===== config.mk =====
export PLATFORM = sky130hd
export DESIGN_NAME = epi_unit
export DESIGN_NICKNAME = d
export VERILOG_FILES = /design/src/rtl/epi_pkg.sv /design/src/rtl/epi_unit.sv
export SDC_FILE = /design/constraint.sdc
export NUM_CORES = 1
export LEC_CHECK = 0
export ABC_AREA = 1
export ABC_CLOCK_PERIOD_IN_PS = 1300
export BUFFER_PORTS_ARGS = -buffer_cell sky130_fd_sc_hd__clkbuf_2
export CAP_MARGIN = 5
export CORE_MARGIN = 3
export CORE_UTILIZATION = 47
export DETAILED_ROUTE_END_ITERATION = 6
export GPL_TIMING_DRIVEN = 0
export HOLD_SLACK_MARGIN = 0.05
export PLACE_DENSITY = 0.82
export SYNTH_ARGS = -nofsm -noshare
export SYNTH_HDL_FRONTEND = slang
export SYNTH_SLANG_ARGS = --single-unit

===== constraint.sdc =====
create_clock -name sys_clk -period 1.3 [get_ports sys_clk]
set_input_delay 0.065 -clock sys_clk [delete_from_list [all_inputs] [get_ports sys_clk]]
set_output_delay 0.065 -clock sys_clk [all_outputs]
set_load 0.1 [all_outputs]

===== src/rtl/epi_pkg.sv =====
package epi_pkg;

  // ----------------------------------------------------------------
  // sizes and reset values
  // ----------------------------------------------------------------
  localparam int unsigned    REQ_COUNT      = 8;
  localparam int unsigned    LEVEL_W        = 3;
  localparam int unsigned    THRESH_W       = 4;
  localparam int unsigned    BYPASS_POS     = 3;
  localparam logic [3:0]     THRESH_RST     = 4'h0;
  localparam logic [7:0]     REQ_LATCH_RST  = 8'h00;
  localparam int unsigned    SYNC_STAGES    = 2;

  // ----------------------------------------------------------------
  // carriers
  // ----------------------------------------------------------------
  typedef struct packed {
    logic [2:0] lvl;
    logic       any;
  } epi_enc_s;

  typedef struct packed {
    logic [2:0] vec_o;
    logic [2:0] vec_oe_n;
  } epi_vec_s;

  // encode highest active level, bit 7 wins
  function automatic epi_enc_s epi_encode(input logic [7:0] req);
    epi_enc_s r;
    r.lvl = 3'h0;
    r.any = 1'b0;
    for (int i = 0; i < 8; i++) begin
      if (req[i]) begin
        r.lvl = i[2:0];
        r.any = 1'b1;
      end
    end
    return r;
  endfunction : epi_encode

endpackage : epi_pkg


===== src/rtl/epi_unit.sv =====
`timescale 1ns/10ps
`default_nettype none

module epi_unit
  import epi_pkg::*;
(
  input  wire logic                        sys_clk,
  input  wire logic                        sys_rst,
  input  wire logic [epi_pkg::REQ_COUNT-1:0] req_n,
  input  wire logic                        status_load_strobe_n,
  input  wire logic [epi_pkg::THRESH_W-1:0]  thresh_din,
  input  wire logic                        interrupt_gate_input,
  input  wire logic                        vector_output_gate_n,
  input  wire logic                        cascade_enable_in,
  input  wire logic                        int_n_i,
  output logic                             int_n_o,
  output logic                             int_n_oe_n,
  output logic                             cascade_enable_out,
  output logic [epi_pkg::LEVEL_W-1:0]        vec_o,
  output logic [epi_pkg::LEVEL_W-1:0]        vec_oe_n
);

  // ----------------------------------------------------------------
  // input synchronisers: all pins except sys_clk and sys_rst are asynchronous to sys_clk
  // ----------------------------------------------------------------
  localparam int unsigned SYN_W = REQ_COUNT + 1 + THRESH_W + 4;

  logic [SYN_W-1:0] syn1_q;
  logic [SYN_W-1:0] syn2_q;
  wire  [SYN_W-1:0] syn_raw;

  // pins go straight into the first flop; inversion waits for the second stage
  assign syn_raw = {req_n, status_load_strobe_n, thresh_din, interrupt_gate_input,
                    vector_output_gate_n, cascade_enable_in, int_n_i};

  always_ff @(posedge sys_clk) begin
    syn1_q <= syn_raw;
    syn2_q <= syn1_q;
  end

  wire [7:0] req_s;
  wire [7:0] req_n_s;
  wire       load_n_s;
  wire [3:0] din_s;
  wire       gate_s;
  wire       vgate_n_s;
  wire       casc_in_s;
  wire       int_bus_n_s;

  assign {req_n_s, load_n_s, din_s, gate_s, vgate_n_s, casc_in_s, int_bus_n_s} = syn2_q;
  assign req_s = ~req_n_s;

  // ----------------------------------------------------------------
  // threshold latch and request lock flop
  // ----------------------------------------------------------------
  logic [3:0] thresh_q;
  logic       lock_q;
  logic [7:0] req_latch_q;
  logic       int_q;

  wire        load_s;
  wire        lock_d;

  assign load_s = ~load_n_s;
  // lock set by our pulse or any unit's pulse on the shared wire; the load wins
  // since software rewrites the threshold precisely to reopen the latch
  assign lock_d = load_s ? 1'b0 :
                  (lock_q | int_q | ~int_bus_n_s);

  always_ff @(posedge sys_clk) begin
    if (sys_rst) begin
      thresh_q <= THRESH_RST;
      lock_q   <= 1'b0;
    end else begin
      if (load_s) begin
        thresh_q <= din_s;
      end
      lock_q <= lock_d;
    end
  end

  // ----------------------------------------------------------------
  // request latch: transparent while unlocked, frozen when locked
  // ----------------------------------------------------------------
  // a request dropped while open is forgotten; the latch keeps no history
  wire [7:0] req_latch_d;

  assign req_latch_d = lock_d ? req_latch_q : req_s;

  always_ff @(posedge sys_clk) begin
    if (sys_rst) begin
      req_latch_q <= REQ_LATCH_RST;
    end else begin
      req_latch_q <= req_latch_d;
    end
  end

  // ----------------------------------------------------------------
  // encoder and comparator
  // ----------------------------------------------------------------
  epi_enc_s   enc;
  wire  [2:0] thr_lvl;
  wire        bypass;
  wire        cmp_gt;
  wire        qualify;
  wire        int_d;

  assign enc     = epi_encode(req_latch_q);
  assign thr_lvl = ~thresh_q[LEVEL_W-1:0];
  assign bypass  = ~thresh_q[BYPASS_POS];
  // strict compare: equal levels, including both zero, qualify only through bypass (thresh_q bit 3 low)
  assign cmp_gt  = enc.lvl > thr_lvl;
  assign qualify = enc.any & (bypass | cmp_gt);
  // one-clock pulse: once issued the lock blocks a second set
  assign int_d   = qualify & gate_s & casc_in_s & ~lock_q & ~int_q;

  // ----------------------------------------------------------------
  // outputs, all registered
  // ----------------------------------------------------------------
  always_ff @(posedge sys_clk) begin
    if (sys_rst) begin
      int_q              <= 1'b0;
      int_n_o            <= 1'b0;
      int_n_oe_n         <= 1'b1;
      cascade_enable_out <= 1'b0;
      vec_o              <= 3'h0;
      vec_oe_n           <= 3'h7;
    end else begin
      int_q              <= int_d;
      int_n_o            <= 1'b0;
      int_n_oe_n         <= ~int_d;
      cascade_enable_out <= casc_in_s & ~qualify;
      vec_o              <= 3'h0;
      // open collector: pull low where the complemented level bit is zero
      vec_oe_n           <= vgate_n_s ? 3'h7 : ~enc.lvl;
    end
  end

endmodule : epi_unit

`default_nettype wire


# Word-level counts from Yosys, hierarchy flattened
# Index checks and enable logic that the tools add are counted.
word_totals:
  ff_bits: 53
  latchBits: 0
  mem_bits_rw: 0
  rom_bits: 0
  input_bits: 19
  out_inout_bits: 9
  elab_cells: 38
  memories: 0
classes:
  n_addsub: 0
  mul: 0
  div: 0
  magnitude_cmp: 1
  eq_ne: 0
  shift: 0
  muxes: 9
  n_bitwise: 18
  n_reduce_logical: 1
op_table:
  columns: ["operator", "count"]
  rows:
  - ["$mux 4", 7]
  - ["$not 8->8", 1]
  - ["$and 1x1->1", 6]
  - ["$not 1->1", 6]
  - ["$not 3->3", 2]
  - ["$gt 3x3->1", 1]
  - ["$or 1x1->1", 3]
  - ["$mux 1", 2]
  - ["$reduce_or 2->1", 1]

# Logic depth before layout (Yosys ltp)
# Gate-level depths: netlist of run 1.
depth:
  ltp_word: 16
  ltp_mapped: 15
  ltp_nobuf: 15

# Worst setup path after synthesis of run 1
# Ideal clock, no wire load.
synth_path:
  path_type: "register -> register"
  from: "register req_latch_q[5]"
  to: "register int_q"
  setup_ns: 0.111
  arrival_time_ns: 1.285
  required_ns: 1.189
  slack_ns: -0.096
  path_stages_with_launch: 12
  path_buffers: 0
  synth_period_minus_slack_ns: 1.396
  cell_sequence: "dfxtp_1 -> inv_1 -> nand2_1 -> nor3_4 -> inv_1 -> ha_1 -> a21oi_1 -> nand2_1 -> nand2_1 -> nand2_1 -> nand3_1 -> inv_1"
synth_via:
  elab_chain_len: 10
synth_rtl:
  columns: ["element", "line", "source"]
  rows:
  - ["start, declared", "epi_unit.sv:58", "logic [7:0] req_latch_q;"]
  - ["start signal, assigned", "epi_unit.sv:94", "req_latch_q <= req_latch_d;"]
  - ["$mux 4 * (3 in a row)", "epi_pkg.sv:33", "if (req[i]) begin"]
  - ["$gt 3x3->1", "epi_unit.sv:112", "assign cmp_gt = enc.lvl > thr_lvl;"]
  - ["$or 1x1->1", "epi_unit.sv:113", "assign qualify = enc.any & (bypass | cmp_gt);"]
  - ["$and 1x1->1 *", "epi_unit.sv:113", null]
  - ["$and 1x1->1 * (4 in a row)", "epi_unit.sv:115", "assign int_d = qualify & gate_s & casc_in_s & ~lock_q & ~int_q;"]
  - ["end signal, assigned", "epi_unit.sv:129", "int_q <= int_d;"]
  - ["end, declared", "epi_unit.sv:59", "logic int_q;"]
# Every way passes the cells marked *; elsewhere a longest branch is shown, timed or not.
# A chain may end at the register's enable or synchronous reset.

# Final worst setup path of run 1
layout_path:
  from: "register req_latch_q[3]"
  to: "register int_n_oe_n"
layout_via:
  elab_chain_len: 13
layout_rtl:
  columns: ["element", "line", "source"]
  rows:
  - ["$mux 4 * (5 in a row)", "epi_pkg.sv:33", null]
  - ["$gt 3x3->1", "epi_unit.sv:112", null]
  - ["$or 1x1->1", "epi_unit.sv:113", null]
  - ["$and 1x1->1 *", "epi_unit.sv:113", null]
  - ["$and 1x1->1 * (4 in a row)", "epi_unit.sv:115", null]
  - ["$not 1->1 *", "epi_unit.sv:131", "int_n_oe_n <= ~int_d;"]
  - ["end signal, assigned", "epi_unit.sv:131", null]
  - ["end, declared", "epi_unit.sv:17", "output logic int_n_oe_n,"]
# Marks and branches as above.

==> impl_metrics.tcl, run 1 <==
set metrics [dict create \
    rsz0062_at_grt "yes" \
    diodes 0 \
    switching_share_pct 24.31 \
    die_area_mm2 0.003885 \
    place_inst 202 \
    p_per_area_mw_per_mm2 1603 \
    synth_area_mm2 0.001491 \
    htreeDepth 2 \
    cellLeakagePower_uw 0.0009469 \
    final_common_cell "dfxtp_1" \
    failed_checks "negative setup slack" \
    rows 19 \
    p_clk_share_pct 31.8 \
    met2_usage_pct 26.88 \
    clockBufferDepth 2 \
    initial_utilization_pct 51.85 \
    crit_chain "or2_1 > nand3_2 > nand3_2 > ha_4 > nand3_2 > nand2_1 > nand2_2 > nand2_2 > nand3_2" \
    wire_per_inst_um 12.07 \
    synth-seq-area-share_pct 71.14 \
    yosysWarnings 0 \
    synth_area_per_cell_um2 11.13 \
    mostFrequentLayoutCells "49 x dfxtp_1, 23 x clkbuf_2, 18 x dlygate4sd3_1, 11 x o21ai_0" \
    grt_use_met1_pct 15.44 \
    finalNetCount 213 \
    whs_ns 0.3358 \
    setup_violations 4 \
    place_congestion 0.7484 \
    cap_violations 0 \
    hold_class "flip-flop to flip-flop" \
    skew_ns 0.006915 \
    placed_cell_area_mm2 0.001684 \
    grt_start_max_net_pins 17 \
    worst_path_most_repeated_cell "nand3_2" \
    grt_first_pass_wirelength_mm 4.609 \
    drt_iter0_markers 29 \
    power_switching_uw 812.2 \
    areaGrowthSynthToFinish_pct 39.68 \
    cp.required_ns 1.56 \
    pwr-share-seq_pct 53.0 \
    power.total_uw 3340 \
    cts.sinks 53 \
    fin_crit_sh_pct 115.0 \
    ant_nets 0 \
    critPathMaxFanout 3 \
    num_io_pins 28 \
    critPathKind "flip-flop to flip-flop" \
    power.internal_uw 2528 \
    firstDrtPassIters 4 \
    synthDistinctLibCells 20 \
    finalNonFillerCells 234 \
    relSlewSlack_pct 64.08 \
    drt_wl_total_mm 2.825 \
    chipWidth_um 62.33 \
    hpwl_mm 1.550 \
    worst_slew_pin_slew_ns 0.5411 \
    via_per_inst 4.530 \
    cts_tree "yes" \
    design_area_mm2 0.002083 \
    insertion_delay_ns 0.36 \
    fmax_mhz 669.0 \
    portBuffers 23 \
    arrival_ns 1.75 \
    grt_overflow 0 \
    power_frac_comb_pct 15.2 \
    core_area_mm2 0.002877 \
    final_hold_viol_count 0 \
    cp-end-kind "flip-flop" \
    route.detailed.drc 0 \
    report.final.slew_viol_count 0 \
    worstSetupStartpointType "flip-flop" \
    postLayoutCoreUtil_pct 72.42 \
    synth_cells 134 \
    yosys_register_bits 53 \
    period_minus_slack_ns 1.495 \
    dieHeight_um 62.33 \
    grtUsageTotal_pct 15.53 \
    grt_pass1_vias 1049 \
    cts_buffers 5 \
    fillCellCount 190 \
    fin_ws_ns -0.1948 \
    ir_worst_vdd_v 0.001241 \
    antenna_found_initial 0 \
    grt.busiest_layer "met2" \
    groute.layer.met3.usage_pct 5.225 \
    cts.reportedPaths.clkPinSlew_ns 0.14 \
    drive_gt1_share_pct 38.02 \
    critical_path.slowest_cell "dfxtp_2" \
    status "finished, violations left" \
    cts_root_buffer "clkbuf_4" \
    route.vias.total 1060 \
    slowest_delay_ns 0.35 \
]
logic make-up (layout without fill, tap and decap cells):
kind of cell | Yosys count | after routing | synth area share (%)
compound gates | 24 | 24 | 8.725
flops | 53 | 53 | 71.14
other cells | 1 | 4 | 0.2514
buf+inv | 18 | 73 | 6.124
simple gates | 35 | 35 | 11.24
fa+ha+maj | 3 | 3 | 2.517
cell type report:
type	count	area, um^2	area share, %
multi-input cells	66	430.4	20.66
repair buffers	47	340.3	16.34
flip-flops and latches	53	1066	51.17
clock inverters	3	65.06	3.123
inverters	12	45.04	2.162
well taps	42	52.55	2.523
plain buffers	6	46.29	2.222
clock buffers	5	37.54	1.802
synth_stat cells:
library cell  count  area share [%]
ha_1              3             2.5
nor2_1           10             2.5
buf_6             1            0.75
buf_2             1            0.34
nand2_4           1            0.75
nor2_2            1            0.42
nand3_1           5             1.7
nor3_4            1             1.1
nand2_1          14             3.5
dfxtp_1          53              71
nand2_2           1            0.42
or2_1             2            0.84
o21ai_2           1            0.59
buf_4             4             2.0
o21ai_0          11             3.7
a21oi_1          10             3.4
conb_1            1            0.25
inv_1            12             3.0
o21bai_1          1            0.50
a21oi_2           1            0.59
power groups by stage:
stage               clock network, uW  logic [uW]  registers, uW
CTS                              1080         472           1770
global placement                    0         330           1800
floorplan                           0         206           1860
finish                           1060         507           1770
detailed placement                  0         343           1800
global route                     1150         543           1780
flip-flops by register name, summed over array words and instances, names as in the netlist:
signal and count:
thresh_q 4, syn1_q 17, int_q 1, req_latch_q 8, syn2_q 17, vec_oe_n 3
lock_q 1, cascade_enable_out 1, int_n_oe_n 1
what timing repair did:
action | 4_1_cts | 5_1_grt
resized for setup | 18 | 5
endpoints found under the hold margin | 23 | 0
setup buffers | 6 | 0
hold buffers | 18 | 0
setup endpoints to repair | 3 | 4
pin swaps | 7 | 7
per-layer routing:
layer	share of wire [%]	wire, um
met2	52	1480
met3	5.5	154
met5	0	0
met1	37	1051
met4	4.9	139
worst paths after layout:
path                                      from         end  slack [ns]  cells past startpoint
worst max register to register  req_latch_q[3]  int_n_oe_n       -0.19                      9
worst min-delay path                 syn1_q[6]   syn2_q[6]        0.34                      0
worst max-delay path            req_latch_q[3]  int_n_oe_n       -0.19                      9
worst min register to register       syn1_q[6]   syn2_q[6]        0.34                      0
through the flow:
stage / setup WS [ns] / TNS [ns]
finish: -0.1948 / -0.7014
global route: -0.2781 / -0.9863
CTS: -0.1591 / -0.5429
detailed placement: -0.2011 / -0.5911
global placement: -0.1906 / -0.5487
floorplan: -0.08713 / -0.2196
worst max-delay path: cells and delay by family, from the launching register on:
| family | cells | cell delay (ns) |
|---|---|---|
| fa+ha+maj | 1 | 0.29 |
| flops | 1 | 0.35 |
| simple gates | 8 | 0.78 |
No activity file was read; power rests on OpenSTA's default activity.
==> run 2, diff against run 1 <==
Settings changed: ABC_CLOCK_PERIOD_IN_PS 1300 to 1900, CORE_ASPECT_RATIO from default to 0.75, CORE_UTILIZATION 47 to 56, PLACE_DENSITY 0.82 to 0.9.
Clock period 1.3 ns to 1.9 ns, I/O delays scaled along.
==> run 2 against run 1 <==
  * The flow now finishes without violations
  * Worst hold slack got worse by 0.0049 ns
  * Register-to-register slack improved by 0.45 ns
  * Clock skew is 0.0073 ns higher
  * Clock-buffer cell count is 1 higher
  * Critical path depth is 1 higher
==> impl_metrics.tcl, run 2 (synthesis gave the netlist of run 1 again) <==
set metrics [dict create \
    status "completed" \
    grt_start_max_net_pins 18 \
    via_per_inst 4.991 \
    drt_wl_total_mm 3.300 \
    setup_violations 0 \
    place_inst 194 \
    finalNetCount 207 \
    route.vias.total 1098 \
    htreeDepth 2 \
    fin_setup_tns_ns 0 \
    grt_pass1_vias 1094 \
    fillCellCount 130 \
    hpwl_mm 1.613 \
    crit_end "int_q" \
    r2r-start "req_latch_q[3]" \
    firstDrtPassIters 4 \
    skew_ns 0.01422 \
    relSlewSlack_pct 64.03 \
    wire_per_inst_um 15.00 \
    clockBufferDepth 2 \
    cts_buffers 5 \
    ir_worst_vdd_v 0.0007519 \
    chipWidth_um 65.59 \
    ant_nets 0 \
    route.detailed.drc 0 \
    cellLeakagePower_uw 0.0008938 \
    power.total_uw 2034 \
    cts_resized 0 \
    drive_gt1_share_pct 23.12 \
    dieHeight_um 50.70 \
    grt_overflow 0 \
    finalNonFillerCells 220 \
    design_area_mm2 0.001909 \
    pwr-share-seq_pct 59.6 \
    placed_cell_area_mm2 0.001660 \
    power.internal_uw 1462 \
    rsz0062_at_grt "no" \
    cts_root_buffer "clkbuf_4" \
    reg2reg_slack_ns 0.25 \
    power_switching_uw 571.3 \
    fin_crit_sh_pct 86.76 \
    drt_iter0_markers 40 \
    register_area_mm2 0.001061 \
    multiInputGateArea_um2 350.3 \
    cp-end-kind "flip-flop" \
    critPathLaunch "req_latch_q[3]" \
    areaGrowthSynthToFinish_pct 28.02 \
    pre_cts_ws_ns 0.3273 \
    final_hold_viol_count 0 \
    place_congestion 0.7546 \
    reg2reg_to "int_q" \
    critPathMaxFanout 3 \
    grt_first_pass_wirelength_mm 5.361 \
    period_minus_slack_ns 1.648 \
    portBuffers 23 \
    final_common_cell "dfxtp_1" \
    p_clk_share_pct 26.9 \
    power_frac_comb_pct 13.5 \
    cts.sinks 53 \
    insertion_delay_ns 0.38 \
    cp.required_ns 2.20 \
    diodes 0 \
    hold_class "input port to flip-flop" \
    switching_share_pct 28.09 \
    rows 15 \
    num_io_pins 28 \
    p_per_area_mw_per_mm2 1065 \
    critPathKind "flip-flop to flip-flop" \
    largestRegisters "syn1_q (17), syn2_q (17), req_latch_q (8)" \
    fmax_mhz 606.6 \
    initial_utilization_pct 61.60 \
    fin_ws_ns 0.2515 \
    arrival_ns 1.95 \
    die_area_mm2 0.003325 \
    grtUsageTotal_pct 23.31 \
    report.final.slew_viol_count 0 \
    worstSetupStartpointType "flip-flop" \
    mostFrequentLayoutCells "53 x dfxtp_1, 23 x clkbuf_2, 18 x dlygate4sd3_1, 14 x nand2_1, 12 x inv_1" \
    cts_tree "yes" \
    cap_violations 0 \
    cts.reportedPaths.clkPinSlew_ns 0.16 \
    antenna_found_initial 0 \
    core_area_mm2 0.002421 \
    reg2reg_depth 10 \
    worst_slew_pin_slew_ns 0.5418 \
]
==> run 2: cell types whose count changed in the layout (fill, tap and decap cells not counted), sizes merged <==
cell    change
buf         -6
bufinv      -2
clkbuf      +1
inv         +1
==> run 2: area by class of cell <==
cell class | instances | share of cell area (%)
sequential | 53 | 55.57
multi-input combinational | 66 | 18.35
timing repair buffer | 41 | 15.47
clock buffer | 6 | 2.687
buffer | 6 | 2.425
inverter | 12 | 2.359
tap | 34 | 2.228
clock inverter | 2 | 0.9174
==> run 2: stage by stage <==
step / hold slack, ns / util, %
6_report: 0.3309 / 78.86
5_1_grt: 0.3339 / 78.86
4_1_cts: 0.3398 / 78.86
3_5_place_dp: 0.1989 / 68.58
3_3_place_gp: 0.1969 / 68.58
2_1_floorplan: 0.1227 / -
==> run 2: how the worst min path moves through the flow <==
stage             startpoint          to  depth (start not counted)
5_1_grt        thresh_din[2]   syn1_q[6]                          2
2_1_floorplan        int_n_i   syn1_q[0]                          0
6_report            req_n[3]  syn1_q[12]                          2
3_5_place_dp   thresh_din[0]   syn1_q[4]                          1
3_3_place_gp        req_n[1]  syn1_q[10]                          1
4_1_cts             req_n[3]  syn1_q[12]                          2
==> run 2: critical path, cell delays in order (launching register included) <==
cell and delay [ns]:
dfxtp_1 0.37, or2_1 0.27, nand3_1 0.09, nand3_1 0.11, ha_1 0.31, nand3_1 0.09, nand2_1 0.05, nand2_1 0.06
nand2_1 0.07, nand3_1 0.09, inv_1 0.05
==> run 2: what timing repair did <==
action                                  4_1_cts  5_1_grt
setup buffers                                 0        0
endpoints found under the setup margin        0        0
hold buffers                                 18        0
endpoints found under the hold margin        21        0
==> run 2: metal layers <==
layer / vias to the layer above / share of wire, % / track usage (%)
met3: 15 / 6.9 / 6.935
met2: 50 / 51 / 37.98
met4: 0 / 3.5 / 16.55
li1: 519 / - / -
met5: - / 0 / 0
met1: 514 / 39 / 25.97
==> run 2: power groups by stage <==
stage | Clock, uW | Combinational [uW] | Sequential [uW]
detailed placement | 0 | 232 | 1230
CTS | 537 | 263 | 1210
finish | 548 | 274 | 1210
floorplan | 0 | 137 | 1270
global placement | 0 | 222 | 1230
global route | 596 | 295 | 1220
==> run 3, diff against run 2 <==
Settings changed: PLACE_DENSITY 0.9 to 0.92, REMOVE_ABC_BUFFERS from default to 1.
==> run 3 against run 2 <==
  * Core utilization shrank 1.9 points
  * Critical path depth increased by 1
  * Worst hold slack improved by 0.012 ns
  * Flip-flop and latch count is the same
  * Combinational power decreased by 7%
  * Clock skew down 0.0027 ns
  * Power shrank 2.5%
==> impl_metrics.tcl, run 3 (synthesis gave the netlist of run 1 again) <==
set metrics [dict create \
    hold_path_depth 0 \
    num_io_pins 28 \
    period_minus_slack_ns 1.609 \
    report.final.slew_viol_count 0 \
    hpwl_mm 1.634 \
    drt_wl_total_mm 2.494 \
    skew_ns 0.01151 \
    holdPathEnd "syn2_q[4]" \
    postLayoutCoreUtil_pct 76.95 \
    cts_buffers 5 \
    die_area_mm2 0.003325 \
    status "completed" \
    power.total_uw 1983 \
    critPathBufInv 3 \
    cp.required_ns 2.17 \
    worst_path_most_repeated_cell "nand2_1" \
    cts_tree "yes" \
    worst_slew_pin_slew_ns 0.5413 \
    setup_violations 0 \
    cp-end-kind "flip-flop" \
    htreeDepth 2 \
    fin_ws_ns 0.2913 \
    insertion_delay_ns 0.37 \
    mostFrequentLayoutCells "53 x dfxtp_1, 23 x clkbuf_2, 18 x dlygate4sd3_1, 14 x nand2_1, 12 x inv_1" \
    firstDrtPassIters 4 \
    diodes 0 \
    via_per_inst 4.701 \
    slowest_delay_ns 0.35 \
    reg2reg_depth 11 \
    ir_worst_vdd_v 0.0007683 \
    cts.sinks 53 \
    fin_crit_sh_pct 84.67 \
    cts.reportedPaths.clkPinSlew_ns 0.14 \
    areaGrowthSynthToFinish_pct 24.92 \
    dieHeight_um 50.70 \
    hold_class "flip-flop to flip-flop" \
    p_per_area_mw_per_mm2 1064 \
    place_congestion 0.7307 \
    finalNetCount 201 \
    critPathKind "flip-flop to flip-flop" \
    grt_overflow 0 \
    pre_cts_ws_ns 0.3126 \
    grt_start_max_net_pins 18 \
    route.vias.total 1006 \
    cellLeakagePower_uw 0.0008621 \
    rows 15 \
    final_hold_viol_count 0 \
    critical_path.slowest_cell "dfxtp_1" \
    wire_per_inst_um 11.65 \
    relSlewSlack_pct 64.07 \
    whs_ns 0.3429 \
    crit_chain "inv_1 > nand2_1 > nor3_4 > inv_1 > ha_1 > a21oi_1 > nand2_1 > nand2_1 > nand2_1 > nand3_1 > inv_1" \
    critPathMaxFanout 3 \
    grt_pass1_vias 979 \
    drt_iter0_markers 26 \
    reg2reg_slack_ns 0.29 \
    grtUsageTotal_pct 17.27 \
    final_common_cell "dfxtp_1" \
    crit_family "simple AND/OR/NAND/NOR gates" \
    fin_setup_tns_ns 0 \
    largestRegisters "syn1_q (17), syn2_q (17), req_latch_q (8)" \
    initial_utilization_pct 61.60 \
    worstSetupStartpointType "flip-flop" \
    arrival_ns 1.88 \
    cts_setup_buffers 0 \
    rsz0062_at_grt "no" \
    cap_violations 0 \
    fmax_mhz 621.6 \
    cts_root_buffer "clkbuf_4" \
    chipWidth_um 65.59 \
    fillCellCount 166 \
    hold_start "syn1_q[4]" \
    clockBufferDepth 2 \
    r2r-start "req_latch_q[5]" \
    antenna_found_initial 0 \
    drive_gt1_share_pct 20.56 \
    grt_first_pass_wirelength_mm 4.140 \
    core_area_mm2 0.002421 \
    route.detailed.drc 0 \
    reg2reg_to "int_q" \
    cts_resized 0 \
    ant_nets 0 \
    portBuffers 23 \
]
run 3: cell types whose count changed in the layout (fill, tap and decap cells not counted), sizes merged:
cell  change
buf       -6
run 3: power by group:
part	total, uW	internal (uW)	switching (uW)
combinational	255	85.7	170
sequential	1210	1180	29.9
clock	519	188	331
run 3: routing by layer:
metal | share of wire (%) | up-vias | track usage, %
met1 | 40 | 460 | 17.24
li1 | - | 506 | -
met4 | 3.9 | 0 | 9.655
met5 | 0 | - | 0
met3 | 5.1 | 8 | 6.040
met2 | 51 | 32 | 31.09
run 3: worst max-delay path by stage:
stage                         startpoint     to  slack (ns)  cells after the start
final                     req_latch_q[5]  int_q        0.29                     11
after detailed placement  req_latch_q[5]  int_q        0.31                     11
after CTS                 req_latch_q[5]  int_q        0.28                     11
after global routing      req_latch_q[5]  int_q        0.15                     11
after floorplan           req_latch_q[5]  int_q        0.50                     11
after global placement    req_latch_q[5]  int_q        0.42                     11
run 3: timing repair:
item | in CTS | in global routing
endpoints found under the setup margin | 0 | 0
hold endpoints to repair | 21 | 0
hold buffers | 18 | 0
run 3: layout make-up:
class	instances	area [um^2]	area share (%)
clock buffer	6	51.30	2.754
clock inverter	2	17.52	0.9402
inverter	12	45.04	2.418
multi-input combinational	66	350.3	18.80
sequential	53	1061	56.95
tap	34	42.54	2.283
timing repair buffer	41	295.3	15.85
run 3: stage by stage:
step	cells	cell area [um^2]
final	214	1863
after global routing	214	1863
after floorplan	131	1456
after CTS	214	1863
after detailed placement	188	1614
after global placement	188	1614
